`config.mk`:
```
export PLATFORM = sky130hd
export DESIGN_NAME = usb_protocol_engine
export DESIGN_NICKNAME = d
export VERILOG_FILES = /design/src/core/ep_mode_pkg.sv /design/src/core/usb_protocol_engine.sv
export SDC_FILE = /design/constraint.sdc
export NUM_CORES = 1
export LEC_CHECK = 0
export ABC_AREA = 1
export BUFFER_PORTS_ARGS = -buffer_cell sky130_fd_sc_hd__buf_2
export CAP_MARGIN = 10
export CORE_MARGIN = 2
export CORE_UTILIZATION = 64
export CTS_CLUSTER_DIAMETER = 150
export DETAILED_ROUTE_END_ITERATION = 16
export MAX_ROUTING_LAYER = met4
export PLACE_DENSITY = 0.84
export SLEW_MARGIN = 20
export SYNTH_ARGS = -nofsm -noshare
export SYNTH_HDL_FRONTEND = slang
export SYNTH_SLANG_ARGS = --single-unit
export TNS_END_PERCENT = 100
```
`constraint.sdc`:
```
create_clock -name ref_clk -period 5.54 [get_ports ref_clk]
set_input_delay 1.385 -clock ref_clk [delete_from_list [all_inputs] [get_ports ref_clk]]
set_output_delay 1.385 -clock ref_clk [all_outputs]
set_load 0.01 [all_outputs]
```
`src/core/ep_mode_pkg.sv`:
```
package ep_mode_pkg;

  // endpoint count: control endpoint plus two data endpoints
  localparam logic [1:0] NUM_EP = 2'h3;
  localparam logic [1:0] CTRL_EP = 2'h0;

  // register offsets on the firmware port
  localparam logic [3:0] OFS_MODE_BASE = 4'h0; // ep n mode at base + n
  localparam logic [3:0] OFS_COUNT_BASE = 4'h4; // ep n count at base + n
  localparam logic [3:0] OFS_INT_STAT = 4'h8;
  localparam logic [3:0] OFS_INT_MASK = 4'h9;

  // field positions inside mode and count registers
  localparam int MODE_STALL_BIT = 7;
  localparam int MODE_LSB = 0;
  localparam int MODE_MSB = 3;
  localparam int COUNT_MSB = 3;

  // reset values
  localparam logic [3:0] MODE_RESET = 4'h0;
  localparam logic [3:0] COUNT_RESET = 4'h0;
  localparam logic [2:0] INT_RESET = 3'h0;
  localparam logic [7:0] RDATA_IDLE = 8'h00;

  // mode encodings
  localparam logic [3:0] MODE_DISABLE = 4'h0;
  localparam logic [3:0] MODE_NAK_INOUT = 4'h1;
  localparam logic [3:0] MODE_STATUS_OUT = 4'h2;
  localparam logic [3:0] MODE_STALL_INOUT = 4'h3;
  localparam logic [3:0] MODE_IGNORE_INOUT = 4'h4;
  localparam logic [3:0] MODE_RSVD_OUT = 4'h5;
  localparam logic [3:0] MODE_STATUS_IN = 4'h6;
  localparam logic [3:0] MODE_RSVD_IN = 4'h7;
  localparam logic [3:0] MODE_NAK_OUT = 4'h8;
  localparam logic [3:0] MODE_ACK_OUT = 4'h9;
  localparam logic [3:0] MODE_NAKOUT_STIN = 4'hA;
  localparam logic [3:0] MODE_ACKOUT_NAKIN = 4'hB;
  localparam logic [3:0] MODE_NAK_IN = 4'hC;
  localparam logic [3:0] MODE_ACK_IN = 4'hD;
  localparam logic [3:0] MODE_NAKIN_STOUT = 4'hE;
  localparam logic [3:0] MODE_ACKIN_STOUT = 4'hF;

  // zero-length status out data must carry this toggle
  localparam logic STATUS_TOGGLE = 1'b1;
  localparam logic [3:0] ZERO_LEN = 4'h0;

  typedef enum logic [1:0] {
    PID_SETUP = 2'b00,
    PID_IN = 2'b01,
    PID_OUT = 2'b10
  } pid_type;

  typedef enum logic [1:0] {
    RESP_ACK = 2'b00,
    RESP_NAK = 2'b01,
    RESP_STALL = 2'b10,
    RESP_DATA = 2'b11
  } resp_kind_type;

  typedef enum logic [2:0] {
    ACT_IGNORE = 3'b000,
    ACT_NAK = 3'b001,
    ACT_STALL = 3'b010,
    ACT_ACK = 3'b011,
    ACT_CHECK = 3'b100,
    ACT_TX0 = 3'b101,
    ACT_TXCNT = 3'b110
  } act_type;

  typedef enum logic [1:0] {
    FSM_IDLE = 2'b00,
    FSM_WAIT_DATA = 2'b01,
    FSM_WAIT_ACK = 2'b10
  } fsm_type;

  typedef struct packed {
    pid_type pid;
    logic [1:0] ep;
  } token_type;

  typedef struct packed {
    logic [3:0] len;
    logic toggle;
    logic valid;
  } rx_data_type;

  typedef struct packed {
    resp_kind_type kind;
    logic [3:0] len;
  } resp_type;

  typedef struct packed {
    fsm_type fsm;
    logic [1:0] ep;
    pid_type pid;
    logic [2:0][3:0] mode;
    logic [2:0] stall;
    logic [2:0][3:0] count;
    logic [2:0] int_stat;
    logic [2:0] int_mask;
    logic [7:0] rdata;
    logic resp_valid;
    resp_type resp;
    logic irq;
  } state_type;

endpackage

```
`src/core/usb_protocol_engine.sv`:
```
// Functional notes
// - mode 0000 gives no answer at all to SETUP, IN or OUT.
// - mode 0001 accepts SETUP and NAKs every IN and OUT.
// - control endpoint SETUP ACK forces mode 0001 unless it was 0000.
// - mode 1011 accepts SETUP, NAKs IN, ACKs OUT then becomes 0001.
// - 0010 stalls IN, checks OUT; 0110 zero IN, stall OUT; 1010 zero IN, NAK OUT.
// - 0011 stalls IN and OUT; 0100 ignores IN and OUT; both accept SETUP.
// - 1000 NAKs OUT; 1001 ACKs OUT or stalls, ACK moves to 1000.
// - 1100 NAKs IN; 1101 sends count or stalls, host ACK moves to 1100.
// - 1110 NAKs IN, checks OUT; 1111 sends count, host ACK moves to 1110.
// - checked OUT is ACKed only when zero length with toggle 1.
// - counted IN sends the four-bit byte count of that endpoint.
// - zero-length IN sends a data packet with no payload.
// - ignored tokens get no handshake; accepted valid SETUP gets ACK.
// - mode field is bits 3 to 0 of each endpoint mode register.
// - SETUP ACK only when the SETUP transaction is valid.
// - all modes reset to 0000 and stay there until firmware writes.
// - interrupt on valid completion or on bad data to enabled endpoint.
`timescale 1ns/1ps
`default_nettype none

module usb_protocol_engine (
  input wire logic ref_clk,
  input wire logic resetn,
  input wire logic [3:0] reg_addr,
  input wire logic [7:0] reg_wdata,
  input wire logic reg_wr,
  input wire logic reg_rd,
  output logic [7:0] reg_rdata,
  input wire logic tok_valid,
  input wire ep_mode_pkg::token_type tok,
  input wire logic data_done,
  input wire ep_mode_pkg::rx_data_type rx,
  input wire logic host_ack,
  output logic resp_valid,
  output ep_mode_pkg::resp_type resp,
  output logic irq
);

  ////////////////////////////////////////////////////////////////////////////
  // response tables

  // answer to an IN token for a given mode and stall bit
  function automatic ep_mode_pkg::act_type in_act(input logic [3:0] m,
                                                  input logic s);
    case (m)
      ep_mode_pkg::MODE_NAK_INOUT: in_act = ep_mode_pkg::ACT_NAK;
      ep_mode_pkg::MODE_STATUS_OUT: in_act = ep_mode_pkg::ACT_STALL;
      ep_mode_pkg::MODE_STALL_INOUT: in_act = ep_mode_pkg::ACT_STALL;
      ep_mode_pkg::MODE_STATUS_IN: in_act = ep_mode_pkg::ACT_TX0;
      ep_mode_pkg::MODE_RSVD_IN: in_act = ep_mode_pkg::ACT_TXCNT;
      ep_mode_pkg::MODE_NAKOUT_STIN: in_act = ep_mode_pkg::ACT_TX0;
      ep_mode_pkg::MODE_ACKOUT_NAKIN: in_act = ep_mode_pkg::ACT_NAK;
      ep_mode_pkg::MODE_NAK_IN: in_act = ep_mode_pkg::ACT_NAK;
      ep_mode_pkg::MODE_ACK_IN: begin
        in_act = s ? ep_mode_pkg::ACT_STALL : ep_mode_pkg::ACT_TXCNT;
      end
      ep_mode_pkg::MODE_NAKIN_STOUT: in_act = ep_mode_pkg::ACT_NAK;
      ep_mode_pkg::MODE_ACKIN_STOUT: in_act = ep_mode_pkg::ACT_TXCNT;
      default: in_act = ep_mode_pkg::ACT_IGNORE;
    endcase
  endfunction

  // answer to an OUT token for a given mode and stall bit
  function automatic ep_mode_pkg::act_type out_act(input logic [3:0] m,
                                                   input logic s);
    case (m)
      ep_mode_pkg::MODE_NAK_INOUT: out_act = ep_mode_pkg::ACT_NAK;
      ep_mode_pkg::MODE_STATUS_OUT: out_act = ep_mode_pkg::ACT_CHECK;
      ep_mode_pkg::MODE_STALL_INOUT: out_act = ep_mode_pkg::ACT_STALL;
      ep_mode_pkg::MODE_RSVD_OUT: out_act = ep_mode_pkg::ACT_ACK;
      ep_mode_pkg::MODE_STATUS_IN: out_act = ep_mode_pkg::ACT_STALL;
      ep_mode_pkg::MODE_NAK_OUT: out_act = ep_mode_pkg::ACT_NAK;
      ep_mode_pkg::MODE_ACK_OUT: begin
        out_act = s ? ep_mode_pkg::ACT_STALL : ep_mode_pkg::ACT_ACK;
      end
      ep_mode_pkg::MODE_NAKOUT_STIN: out_act = ep_mode_pkg::ACT_NAK;
      ep_mode_pkg::MODE_ACKOUT_NAKIN: out_act = ep_mode_pkg::ACT_ACK;
      ep_mode_pkg::MODE_NAKIN_STOUT: out_act = ep_mode_pkg::ACT_CHECK;
      ep_mode_pkg::MODE_ACKIN_STOUT: out_act = ep_mode_pkg::ACT_CHECK;
      default: out_act = ep_mode_pkg::ACT_IGNORE;
    endcase
  endfunction

  // modes that take a SETUP token
  function automatic logic setup_ok(input logic [3:0] m);
    case (m)
      ep_mode_pkg::MODE_NAK_INOUT,
      ep_mode_pkg::MODE_STATUS_OUT,
      ep_mode_pkg::MODE_STALL_INOUT,
      ep_mode_pkg::MODE_IGNORE_INOUT,
      ep_mode_pkg::MODE_STATUS_IN,
      ep_mode_pkg::MODE_NAKOUT_STIN,
      ep_mode_pkg::MODE_ACKOUT_NAKIN,
      ep_mode_pkg::MODE_NAKIN_STOUT,
      ep_mode_pkg::MODE_ACKIN_STOUT: setup_ok = 1'b1;
      default: setup_ok = 1'b0;
    endcase
  endfunction

  ////////////////////////////////////////////////////////////////////////////
  // state

  ep_mode_pkg::state_type st;
  ep_mode_pkg::state_type next_st;

  ////////////////////////////////////////////////////////////////////////////
  // next state: register port first, then protocol, so the engine's own
  // mode update wins over a firmware write landing in the same cycle

  always_comb begin
    logic [2:0] set_ev;
    logic [2:0] clr_ev;
    logic [3:0] m;
    logic s;
    ep_mode_pkg::act_type a;
    set_ev = 3'h0;
    clr_ev = 3'h0;
    m = ep_mode_pkg::MODE_RESET;
    s = 1'b0;
    a = ep_mode_pkg::ACT_IGNORE;
    next_st = st;
    next_st.resp_valid = 1'b0;
    next_st.rdata = ep_mode_pkg::RDATA_IDLE;

    // firmware writes
    if (reg_wr) begin
      for (int i = 0; i < 3; i++) begin
        if (reg_addr == ep_mode_pkg::OFS_MODE_BASE + 4'(i)) begin
          next_st.mode[i] = reg_wdata[ep_mode_pkg::MODE_MSB:0];
          next_st.stall[i] = reg_wdata[ep_mode_pkg::MODE_STALL_BIT];
        end
        if (reg_addr == ep_mode_pkg::OFS_COUNT_BASE + 4'(i)) begin
          next_st.count[i] = reg_wdata[ep_mode_pkg::COUNT_MSB:0];
        end
      end
      if (reg_addr == ep_mode_pkg::OFS_INT_STAT) begin
        clr_ev = reg_wdata[2:0];
      end
      if (reg_addr == ep_mode_pkg::OFS_INT_MASK) begin
        next_st.int_mask = reg_wdata[2:0];
      end
    end

    // firmware reads, answered in the following cycle only
    if (reg_rd) begin
      for (int i = 0; i < 3; i++) begin
        if (reg_addr == ep_mode_pkg::OFS_MODE_BASE + 4'(i)) begin
          next_st.rdata = {st.stall[i], 3'h0, st.mode[i]};
        end
        if (reg_addr == ep_mode_pkg::OFS_COUNT_BASE + 4'(i)) begin
          next_st.rdata = {4'h0, st.count[i]};
        end
      end
      if (reg_addr == ep_mode_pkg::OFS_INT_STAT) begin
        next_st.rdata = {5'h00, st.int_stat};
      end
      if (reg_addr == ep_mode_pkg::OFS_INT_MASK) begin
        next_st.rdata = {5'h00, st.int_mask};
      end
    end

    // a fresh token always wins: the host has moved on from any open one
    if (tok_valid) begin
      next_st.fsm = ep_mode_pkg::FSM_IDLE;
      next_st.ep = tok.ep;
      next_st.pid = tok.pid;
      if (tok.ep < ep_mode_pkg::NUM_EP) begin
        m = next_st.mode[tok.ep];
        s = next_st.stall[tok.ep];
        case (tok.pid)
          ep_mode_pkg::PID_SETUP: begin
            if (setup_ok(m)) begin
              next_st.fsm = ep_mode_pkg::FSM_WAIT_DATA;
            end
          end
          ep_mode_pkg::PID_IN: begin
            a = in_act(m, s);
            next_st.resp.len = ep_mode_pkg::ZERO_LEN;
            case (a)
              ep_mode_pkg::ACT_NAK: begin
                next_st.resp_valid = 1'b1;
                next_st.resp.kind = ep_mode_pkg::RESP_NAK;
                set_ev[tok.ep] = 1'b1;
              end
              ep_mode_pkg::ACT_STALL: begin
                next_st.resp_valid = 1'b1;
                next_st.resp.kind = ep_mode_pkg::RESP_STALL;
                set_ev[tok.ep] = 1'b1;
              end
              ep_mode_pkg::ACT_TX0: begin
                next_st.resp_valid = 1'b1;
                next_st.resp.kind = ep_mode_pkg::RESP_DATA;
                next_st.fsm = ep_mode_pkg::FSM_WAIT_ACK;
                set_ev[tok.ep] = 1'b1;
              end
              ep_mode_pkg::ACT_TXCNT: begin
                next_st.resp_valid = 1'b1;
                next_st.resp.kind = ep_mode_pkg::RESP_DATA;
                next_st.resp.len = next_st.count[tok.ep];
                next_st.fsm = ep_mode_pkg::FSM_WAIT_ACK;
              end
              default: begin
                next_st.resp_valid = 1'b0;
              end
            endcase
          end
          ep_mode_pkg::PID_OUT: begin
            if (out_act(m, s) != ep_mode_pkg::ACT_IGNORE) begin
              next_st.fsm = ep_mode_pkg::FSM_WAIT_DATA;
            end
          end
          default: begin
            next_st.fsm = ep_mode_pkg::FSM_IDLE;
          end
        endcase
      end
    end else begin
      case (st.fsm)
        ep_mode_pkg::FSM_WAIT_DATA: begin
          if (data_done) begin
            next_st.fsm = ep_mode_pkg::FSM_IDLE;
            m = next_st.mode[st.ep];
            s = next_st.stall[st.ep];
            next_st.resp.len = ep_mode_pkg::ZERO_LEN;
            set_ev[st.ep] = 1'b1;
            if (!rx.valid) begin
              next_st.resp_valid = 1'b0;
            end else if (st.pid == ep_mode_pkg::PID_SETUP) begin
              next_st.resp_valid = 1'b1;
              next_st.resp.kind = ep_mode_pkg::RESP_ACK;
              if (st.ep == ep_mode_pkg::CTRL_EP &&
                  m != ep_mode_pkg::MODE_DISABLE) begin
                next_st.mode[st.ep] = ep_mode_pkg::MODE_NAK_INOUT;
              end
            end else begin
              a = out_act(m, s);
              if (a == ep_mode_pkg::ACT_CHECK) begin
                // only an empty DATA1 packet closes the status stage
                if (rx.len == ep_mode_pkg::ZERO_LEN &&
                    rx.toggle == ep_mode_pkg::STATUS_TOGGLE) begin
                  a = ep_mode_pkg::ACT_ACK;
                end else begin
                  a = ep_mode_pkg::ACT_STALL;
                end
              end
              next_st.resp_valid = (a != ep_mode_pkg::ACT_IGNORE);
              case (a)
                ep_mode_pkg::ACT_NAK: begin
                  next_st.resp.kind = ep_mode_pkg::RESP_NAK;
                end
                ep_mode_pkg::ACT_STALL: begin
                  next_st.resp.kind = ep_mode_pkg::RESP_STALL;
                end
                default: begin
                  next_st.resp.kind = ep_mode_pkg::RESP_ACK;
                end
              endcase
              if (a == ep_mode_pkg::ACT_ACK) begin
                if (m == ep_mode_pkg::MODE_ACKOUT_NAKIN) begin
                  next_st.mode[st.ep] = ep_mode_pkg::MODE_NAK_INOUT;
                end
                if (m == ep_mode_pkg::MODE_ACK_OUT) begin
                  next_st.mode[st.ep] = ep_mode_pkg::MODE_NAK_OUT;
                end
              end
            end
          end
        end
        ep_mode_pkg::FSM_WAIT_ACK: begin
          if (host_ack) begin
            next_st.fsm = ep_mode_pkg::FSM_IDLE;
            m = next_st.mode[st.ep];
            set_ev[st.ep] = 1'b1;
            if (m == ep_mode_pkg::MODE_ACK_IN) begin
              next_st.mode[st.ep] = ep_mode_pkg::MODE_NAK_IN;
            end
            if (m == ep_mode_pkg::MODE_ACKIN_STOUT) begin
              next_st.mode[st.ep] = ep_mode_pkg::MODE_NAKIN_STOUT;
            end
          end
        end
        default: begin
          next_st.fsm = ep_mode_pkg::FSM_IDLE;
        end
      endcase
    end

    // set beats a simultaneous write-one clear
    next_st.int_stat = (st.int_stat & ~clr_ev) | set_ev;
    next_st.irq = |(next_st.int_stat & next_st.int_mask);
  end

  ////////////////////////////////////////////////////////////////////////////
  // state register

  always_ff @(posedge ref_clk) begin
    if (!resetn) begin
      st <= '0;
      st.fsm <= ep_mode_pkg::FSM_IDLE;
      st.mode <= {3{ep_mode_pkg::MODE_RESET}};
      st.count <= {3{ep_mode_pkg::COUNT_RESET}};
      st.int_stat <= ep_mode_pkg::INT_RESET;
      st.int_mask <= ep_mode_pkg::INT_RESET;
    end else begin
      st <= next_st;
    end
  end

  assign reg_rdata = st.rdata;
  assign resp_valid = st.resp_valid;
  assign resp = st.resp;
  assign irq = st.irq;
endmodule

`default_nettype wire

```
==> run summary, run 1 <==
Slew @ Worst Pin -> 1.02 ns
CTS resizes -> 0
Clk Latency, worst-skew pair -> 0.32 ns
CTS Root Cell -> clkbuf_8
Area of the multi-input gates -> 0.00224 mm2
FMAX -> 234 MHz
Site row count -> 28
Post-DP HPWL -> 8230 um
Sequential element share of the synthesized area -> 0.274
Via Count -> 4,118
Start of the worst register-to-register path -> st[41]$_SDFF_PN0_
H-tree levels -> 2
# hold bufs at CTS -> 0
Core ar. -> 0.00582 mm2
Area grow syn2layout -> 5.83%
Maximum resistive drop on vdd -> 0.000132 V
Gpl congestion -> 1.01
Antenna cells -> 0
Crit path kind -> in -> reg
Setup TNS -> 0 ns
# clock sinks -> 52
Final hold vios -> 0
TritonCTS Buffers -> 5
Largest net degree at the start of global routing -> 31
Synth Register Bits -> 52
Synth top area share -> 0.274
Syn avg cell area -> 6.25 um2
Clock Path Buffers -> 2
Via density -> 5.85
DRT iter0 DRCs -> 470
GRT Total Usage -> 0.349
PD cells -> 191 mW/mm2
Crit-path max cell delay -> 0.47 ns
Buffers added on ports -> 38
DRC errors left -> 0
Startpoint types -> input port
Initial antenna violation count -> 0
DIE WIDTH -> 81.1 um
FF-to-FF path depth -> 22
Critical Path RT -> 5.78 ns
Critical path startpoint -> reg_addr[3]
IO Pins -> 45
Vias in the first global route -> 3,624
Synth Instances -> 608
Final Max Slew Viols -> 0
Commonest cells after routing, fill and taps aside -> nand2_1 (149), inv_1 (81), nor2_1 (63)
Die Y -> 81.1 um
RSZ-0062 raised after global routing -> no
Lkg Pwr -> 1.91 nW
WHS -> 0.473 ns
Crit path time final -> 4.27 ns
Starting Density -> 0.654
MaxCap Viol Count -> 0
Worst-path clk slew -> 0.11 ns
Register-to-Register Setup Slack -> 2.88 ns
Slew headroom -> 0.319
CTS tree -> built
Pre-antenna DRT Iters -> 5
Layout Skew -> 0.0154 ns
Die ar. -> 0.00657 mm2
Drt wl/cell -> 15.3 um
Routed wire length -> 10,800 um
Syn. warnings -> 0
Netlist Area Pre-Place -> 0.00380 mm2
Share of post-route cells with drive strength above 1 -> 0.157
Distinct cells, synth -> 44
Period Utilization, post-route -> 0.770
Total gr overflow -> 0
Crit path max fanout -> 26
FF-to-FF End -> resp[4]$_SDFFE_PN0P_
Most common cell after layout, fill and taps aside -> nand2_1
# fillers -> 540
WP data arrival -> 4.50 ns
Synth area leader -> dfxtp_1
Routed Antenna Nets -> 0
First-pass GRT wire length -> 17,000 um
Setup crit end -> resp[4]$_SDFFE_PN0P_
Status -> finished clean
Final setup vio count -> 0
Crit-path cells -> buf_2 -> nor2_4 -> nand3_2 -> nand2_1 -> nand2_1 -> nand2_1 -> nand3_1 -> inv_1 -> nand2_2 -> o21ai_0 -> a31oi_1 -> nand2_1 -> inv_1 -> ha_1 -> nor2_1 -> inv_1 -> o22ai_1 -> inv_1 -> nor2_1 -> nor2_1 -> nand2_1 -> inv_1
Post-CTS Setup Bufs -> 0
Slowest-stage cell, CP -> nor2_4
Hold crit path type -> reg -> reg
Register Area -> 0.00104 mm2
Post-layout nets -> 661
Largest cells by area after synthesis -> dfxtp_1 (27%), nand2_1 (15%), inv_1 (8.0%)
Crit end category -> flip-flop
==> cells in the mapped netlist <==
master     instances
o311ai_0           3
buf_1              2
nand3b_1           2
o22ai_1            2
o2111ai_2          1
buf_2              4
inv_1             81
buf_4             14
nor2_1            63
buf_6              2
nand3_2           10
a221oi_1           2
dfxtp_1           52
inv_2              9
a211oi_1           2
nor2_4             6
a21oi_2            1
nand4_1           19
a32o_1             3
a31oi_1           12
o31ai_1            5
clkinv_1           1
o21ai_1            1
nand2_2            9
nand2_1          149
o21ai_0           41
conb_1             1
o21bai_1           2
nand3_1           33
nor4_1             1
o21bai_2           1
and2_1             1
ha_1               4
o211ai_1           4
or2_2              3
a21oi_1           37
nor3_4             1
nor3_1             4
nand3b_4           1
a22o_1             1
o21ai_2            2
nor2_2             7
a41oi_1            2
clkbuf_1           7
==> cells by family after synthesis <==
logic type / count (synthesis) / synth area share
AO/OA/AOI/OAI: 122 / 0.193
adder cells (fa/ha/maj): 4 / 0.0132
buffers and inverters: 120 / 0.138
flip-flops: 52 / 0.274
other: 1 / 0.000987
AND/OR/NAND/NOR: 309 / 0.382
==> state kept, by name, summed over array words and instances, names as in the netlist <==
name and flops:
resp_valid 1, resp 6, reg_rdata 5, st 39
irq 1
==> worst max-delay path: cells and delay by family <==
family | cells | cell delay [ns]
AO/OA/AOI/OAI | 3 | 0.52
adder cells (fa/ha/maj) | 1 | 0.23
buffers and inverters | 6 | 0.56
AND/OR/NAND/NOR | 12 | 1.80
==> layer usage <==
metal	share of wire	vias up	global-route usage
li1	-	2019	-
met5	0	-	-
met2	0.45	232	0.550
met3	0.084	41	0.0644
met1	0.43	1826	0.439
met4	0.038	0	0.144
==> where the power goes <==
group | leakage (nW) | switching [W] | total, W | internal [W]
Sequential | 0.421 | 0.00000466 | 0.000386 | 0.000381
Combinational | 1.45 | 0.000102 | 0.000141 | 0.0000388
Clock | 0.0463 | 0.000147 | 0.000240 | 0.0000932
Total | 1.91 | 0.000253 | 0.000767 | 0.000513
==> final cells by class <==
type / instances / share of cell area
Inverter: 91 / 0.0849
Clock buffer: 5 / 0.0171
Clock inverter: 3 / 0.00684
Multi-Input combinational cell: 438 / 0.558
Tap cell: 75 / 0.0233
Timing Repair Buffer: 40 / 0.0510
Sequential cell: 52 / 0.259
==> worst min-delay path by stage <==
stage                                       to  depth (start not counted)                  from  slack [ns]
final                     resp[3]$_SDFFE_PN0P_                          2  resp[3]$_SDFFE_PN0P_        0.47
after global routing       st[49]$_SDFFE_PN0P_                          2   st[49]$_SDFFE_PN0P_        0.49
after CTS                  st[49]$_SDFFE_PN0P_                          2   st[49]$_SDFFE_PN0P_        0.47
after detailed placement   st[49]$_SDFFE_PN0P_                          2   st[49]$_SDFFE_PN0P_        0.46
after global placement     st[49]$_SDFFE_PN0P_                          2   st[49]$_SDFFE_PN0P_        0.45
after floorplan            st[49]$_SDFFE_PN0P_                          2   st[49]$_SDFFE_PN0P_        0.44
==> stage by stage <==
| step | cell area (um2) | setup slack [ns] | total power (W) | cells | utilization |
|---|---|---|---|---|---|
| 2_1_floorplan | 3810 | 1.93 | 0.000491 | 610 | - |
| 3_3_place_gp | 3930 | 1.17 | 0.000528 | 696 | 0.675 |
| 3_5_place_dp | 3930 | 1.02 | 0.000531 | 696 | 0.675 |
| 4_1_cts | 4020 | 1.37 | 0.000761 | 704 | 0.692 |
| 5_1_grt | 4020 | 0.909 | 0.000795 | 704 | 0.692 |
| 6_report | 4020 | 1.27 | 0.000767 | 704 | 0.692 |
(Power assumes the default switching activity.)
==> run 2: changes to the inputs <==
--- a/config.mk
+++ b/config.mk
@@ -9,11 +9,11 @@
 export BUFFER_PORTS_ARGS = -buffer_cell sky130_fd_sc_hd__buf_2
 export CAP_MARGIN = 10
 export CORE_MARGIN = 2
-export CORE_UTILIZATION = 64
+export CORE_UTILIZATION = 59
 export CTS_CLUSTER_DIAMETER = 150
 export DETAILED_ROUTE_END_ITERATION = 16
 export MAX_ROUTING_LAYER = met4
-export PLACE_DENSITY = 0.84
+export PLACE_DENSITY = 0.79
 export SLEW_MARGIN = 20
 export SYNTH_ARGS = -nofsm -noshare
 export SYNTH_HDL_FRONTEND = slang
==> constraint.sdc (replaced) <==
create_clock -name ref_clk -period 4.19 [get_ports ref_clk]
set_input_delay 1.0475 -clock ref_clk [delete_from_list [all_inputs] [get_ports ref_clk]]
set_output_delay 1.0475 -clock ref_clk [all_outputs]
set_load 0.01 [all_outputs]
==> run summary, run 2 (same netlist as run 1, synthesis figures left out) <==
Status -> finished clean
Slew headroom -> 0.361
Layout Skew -> 0.0159 ns
Gpl congestion -> 1.04
Final hold vios -> 0
Startpoint types -> input port
Share of post-route cells with drive strength above 1 -> 0.164
WP data arrival -> 4.01 ns
Largest Register -> st
Period Utilization, post-route -> 0.909
Vias in the first global route -> 3,657
Final setup vio count -> 0
Site row count -> 29
Critical Path RT -> 4.40 ns
Pwr Total -> 0.00101 W
Crit end category -> flip-flop
Max reg flops -> 39
TritonCTS Buffers -> 5
Starting Density -> 0.606
Busiest layer in global routing -> met2
# hold bufs at CTS -> 0
Global Route met3 Usage -> 0.0551
Die ar. -> 0.00710 mm2
PD cells -> 249 mW/mm2
Routed Antenna Nets -> 0
# fillers -> 614
Via density -> 5.76
Area of the multi-input gates -> 0.00224 mm2
IO Pins -> 45
DRC errors left -> 0
# clock sinks -> 52
MaxCap Viol Count -> 0
Initial antenna violation count -> 0
Total gr overflow -> 0
GRT Total Usage -> 0.316
Most common cell after layout, fill and taps aside -> nand2_1
Maximum resistive drop on vdd -> 0.000169 V
Core ar. -> 0.00628 mm2
Routed wire length -> 10,800 um
Antenna cells -> 0
Buffers added on ports -> 38
H-tree levels -> 2
Worst-path clk slew -> 0.09 ns
Setup TNS -> 0 ns
Post-layout nets -> 666
Hold crit path type -> reg -> reg
FMAX -> 263 MHz
Crit path time final -> 3.81 ns
Slew @ Worst Pin -> 0.958 ns
Via Count -> 4,094
First-pass GRT wire length -> 17,600 um
Clock Path Buffers -> 2
GRT met1 Usage -> 0.416
CTS tree -> built
Met2 GRT Util -> 0.504
Register Area -> 0.00104 mm2
DRT iter0 DRCs -> 334
Area grow syn2layout -> 6.88%
CTS Root Cell -> clkbuf_8
Die Y -> 84.3 um
Commonest cells after routing, fill and taps aside -> nand2_1 (149), inv_1 (81), nor2_1 (63)
RSZ-0062 raised after global routing -> no
Register-to-Register Setup Slack -> 1.55 ns
Crit path max fanout -> 11
Lkg Pwr -> 1.94 nW
Post-CTS Setup Bufs -> 0
Post-DP HPWL -> 8340 um
CTS resizes -> 0
Pre-antenna DRT Iters -> 5
DIE WIDTH -> 84.3 um
Largest net degree at the start of global routing -> 31
Final Max Slew Viols -> 0
Crit path kind -> in -> reg
Clk Latency, worst-skew pair -> 0.31 ns
Drt wl/cell -> 15.2 um
-- run 2: cell count changes in the layout (fill, tap and decap cells not counted), sizes merged --
| cell | change |
|---|---|
| clkbuf | +1 |
| clkinvlp | -1 |
| buf | +5 |
-- run 2: where the power goes --
group,switching [W],leakage (nW),internal [W]
Sequential,0.00000636,0.421,0.000504
Clock,0.000177,0.0516,0.000136
Combinational,0.000135,1.47,0.0000540
-- run 2: worst max-delay path, cell delays in order --
cell and delay (ns):
buf_2 0.14, inv_2 0.05, nor2_2 0.36, nand3_2 0.24, nand2_1 0.11, nand2_1 0.11
nand2_1 0.08, nand3_1 0.18, inv_1 0.17, nand2_2 0.08, o21ai_0 0.27, a31oi_1 0.07
nand2_1 0.10, inv_1 0.05, ha_1 0.22, nor2_1 0.12, inv_1 0.06, o22ai_1 0.18
inv_1 0.09, nor2_1 0.09, nor2_1 0.04, nand2_1 0.11, inv_1 0.04
-- run 2: metal layers --
metal  up-vias  wire length (um)
met3        24               943
met2       216              4940
met1      1820              4660
li1       2034                 -
met5         -                 0
met4         0               241
-- run 2: cell type report --
class	count	area share
Clock buffer	6	0.0203
Clock inverter	2	0.00339
Inverter	91	0.0841
Multi-Input combinational cell	438	0.553
Sequential cell	52	0.256
Tap cell	77	0.0237
Timing Repair Buffer	45	0.0597
-- run 2: metrics by stage --
step                      area, um2   util  std cells  hold slack, ns  setup WS (ns)
after floorplan                3810      -        610           0.439          0.919
after global placement         3970  0.632        703           0.453          0.312
after detailed placement       3970  0.632        703           0.452          0.202
after CTS                      4060  0.647        711           0.466          0.501
after global routing           4060  0.647        711           0.484          0.107
final                          4060  0.647        711           0.466          0.383
-- run 2: final timing paths --
kind	start	cells past startpoint	end
setup / recovery	reg_addr[0]	23	resp[4]$_SDFFE_PN0P_
hold / removal	resp[3]$_SDFFE_PN0P_	2	resp[3]$_SDFFE_PN0P_
hold reg to reg	resp[3]$_SDFFE_PN0P_	2	resp[3]$_SDFFE_PN0P_
setup reg to reg	st[38]$_SDFF_PN0_	19	resp[4]$_SDFFE_PN0P_
==> run 3: changes to the inputs <==
--- a/config.mk
+++ b/config.mk
@@ -8,7 +8,7 @@
 export ABC_AREA = 1
 export BUFFER_PORTS_ARGS = -buffer_cell sky130_fd_sc_hd__buf_2
 export CAP_MARGIN = 10
-export CORE_MARGIN = 2
+export CORE_MARGIN = 1.5
 export CORE_UTILIZATION = 59
 export CTS_CLUSTER_DIAMETER = 150
 export DETAILED_ROUTE_END_ITERATION = 16
==> run summary, run 3 (same netlist as run 1, synthesis figures left out) <==
Placed cell area -> 0.00397 mm2
FF-to-FF path depth -> 19
CTS Root Cell -> clkbuf_8
Antenna cells -> 0
Crit end category -> flip-flop
WP data arrival -> 3.96 ns
Post-CTS Setup Bufs -> 0
Worst-path clk slew -> 0.10 ns
Die Y -> 83.3 um
Share of post-route cells with drive strength above 1 -> 0.164
Placed Cells -> 703
Routed wire length -> 10,900 um
Crit path time final -> 3.74 ns
Setup TNS -> 0 ns
RSZ-0062 raised after global routing -> no
Finished Layout Cells -> 711
Slew headroom -> 0.371
Most common cell after layout, fill and taps aside -> nand2_1
DRT iter0 DRCs -> 547
Crit-path cells -> buf_2 -> inv_2 -> nor2_2 -> nand3_2 -> nand2_1 -> nand2_1 -> nand2_1 -> nand3_1 -> inv_1 -> nand2_2 -> o21ai_0 -> a31oi_1 -> nand2_1 -> inv_1 -> ha_1 -> nor2_1 -> inv_1 -> o22ai_1 -> inv_1 -> nor2_1 -> nor2_1 -> nand2_1 -> inv_1
Die ar. -> 0.00693 mm2
# fillers -> 608
Hold Path Cell Cnt -> 2
Crit path kind -> in -> reg
Largest Register -> st
Max reg flops -> 39
TritonCTS Buffers -> 5
Largest net degree at the start of global routing -> 31
Drt wl/cell -> 15.4 um
Slew @ Worst Pin -> 0.942 ns
Critical Path RT -> 4.41 ns
CTS resizes -> 0
Status -> finished clean
Final Max Slew Viols -> 0
IO Pins -> 45
Final setup vio count -> 0
Post-layout nets -> 666
Initial antenna violation count -> 0
DIE WIDTH -> 83.3 um
Pwr Total -> 0.00101 W
Routed Antenna Nets -> 0
First-pass GRT wire length -> 17,900 um
Pre-antenna DRT Iters -> 6
GRT Total Usage -> 0.325
Slowest-stage cell, CP -> nor2_2
Via Count -> 4,166
PD cells -> 249 mW/mm2
Clock Path Buffers -> 2
Number of cells on the critical path -> 23
Total gr overflow -> 0
H-tree levels -> 2
Crit-path max cell delay -> 0.36 ns
Area grow syn2layout -> 6.88%
# clock sinks -> 52
Commonest cells after routing, fill and taps aside -> nand2_1 (149), inv_1 (81), nor2_1 (63)
DRC errors left -> 0
Vias in the first global route -> 3,874
Bufs and invs on worst path -> 7
Hold crit path type -> reg -> reg
Site row count -> 29
Core ar. -> 0.00628 mm2
Layout Skew -> 0.00969 ns
Via density -> 5.86
Startpoint types -> input port
Final hold vios -> 0
Period Utilization, post-route -> 0.893
Lkg Pwr -> 1.94 nW
Gpl congestion -> 0.969
Starting Density -> 0.606
Crit path max fanout -> 11
# hold bufs at CTS -> 0
CTS tree -> built
Crit-path leading delay family -> simple AND/OR/NAND/NOR gates
Cell area after layout -> 0.00406 mm2
Buffers added on ports -> 38
Post-DP HPWL -> 8410 um
MaxCap Viol Count -> 0
Maximum resistive drop on vdd -> 0.000157 V
FMAX -> 267 MHz
Clk Latency, worst-skew pair -> 0.32 ns
-- run 3: cell count changes in the layout (fill, tap and decap cells not counted), sizes merged --
cell      delta
clkbuf       -1
clkinvlp     +1
-- run 3: path summary, 6_finish.rpt --
check | from | endpoint | slack, ns
setup / recovery | reg_addr[0] | resp[4]$_SDFFE_PN0P_ | 0.45
hold / removal | resp[3]$_SDFFE_PN0P_ | resp[3]$_SDFFE_PN0P_ | 0.47
setup reg to reg | st[38]$_SDFF_PN0_ | resp[4]$_SDFFE_PN0P_ | 1.62
hold reg to reg | resp[3]$_SDFFE_PN0P_ | resp[3]$_SDFFE_PN0P_ | 0.47
-- run 3: area by class of cell --
type | instances | area [um2] | area share
Sequential cell | 52 | 1040 | 0.256
Clock inverter | 3 | 27.5 | 0.00678
Tap cell | 77 | 96.3 | 0.0237
Clock buffer | 5 | 68.8 | 0.0169
Multi-Input combinational cell | 438 | 2240 | 0.553
Timing Repair Buffer | 45 | 243 | 0.0597
Inverter | 91 | 342 | 0.0841
-- run 3: power breakdown --
| group | leakage (nW) | internal (W) | switching, W | total [W] |
|---|---|---|---|---|
| combinational | 1.47 | 0.0000538 | 0.000135 | 0.000188 |
| sequential | 0.421 | 0.000504 | 0.00000657 | 0.000511 |
| clock | 0.0463 | 0.000123 | 0.000190 | 0.000313 |
| total | 1.94 | 0.000681 | 0.000331 | 0.00101 |
-- run 3: per-stage QoR --
stage               hold slack, ns   util  worst slack (ns)
finish                       0.466  0.647             0.447
floorplan                    0.439      -             0.919
detailed placement           0.455  0.632             0.166
global placement             0.452  0.632             0.284
global route                 0.485  0.647             0.116
CTS                          0.469  0.647             0.499
-- run 3: tightest hold or removal path: cells and delay by family (launching register included) --
| family | cells | cell delay (ns) |
|---|---|---|
| AO/OA/AOI/OAI | 1 | 0.05 |
| flip-flops | 1 | 0.32 |
| AND/OR/NAND/NOR | 1 | 0.06 |
-- run 3: metal layers --
metal	vias to the layer above	track usage	routed length, um
li1	2027	-	-
met4	0	0.0970	259
met5	-	-	0
met3	28	0.0477	914
met2	219	0.534	5160
met1	1892	0.414	4610
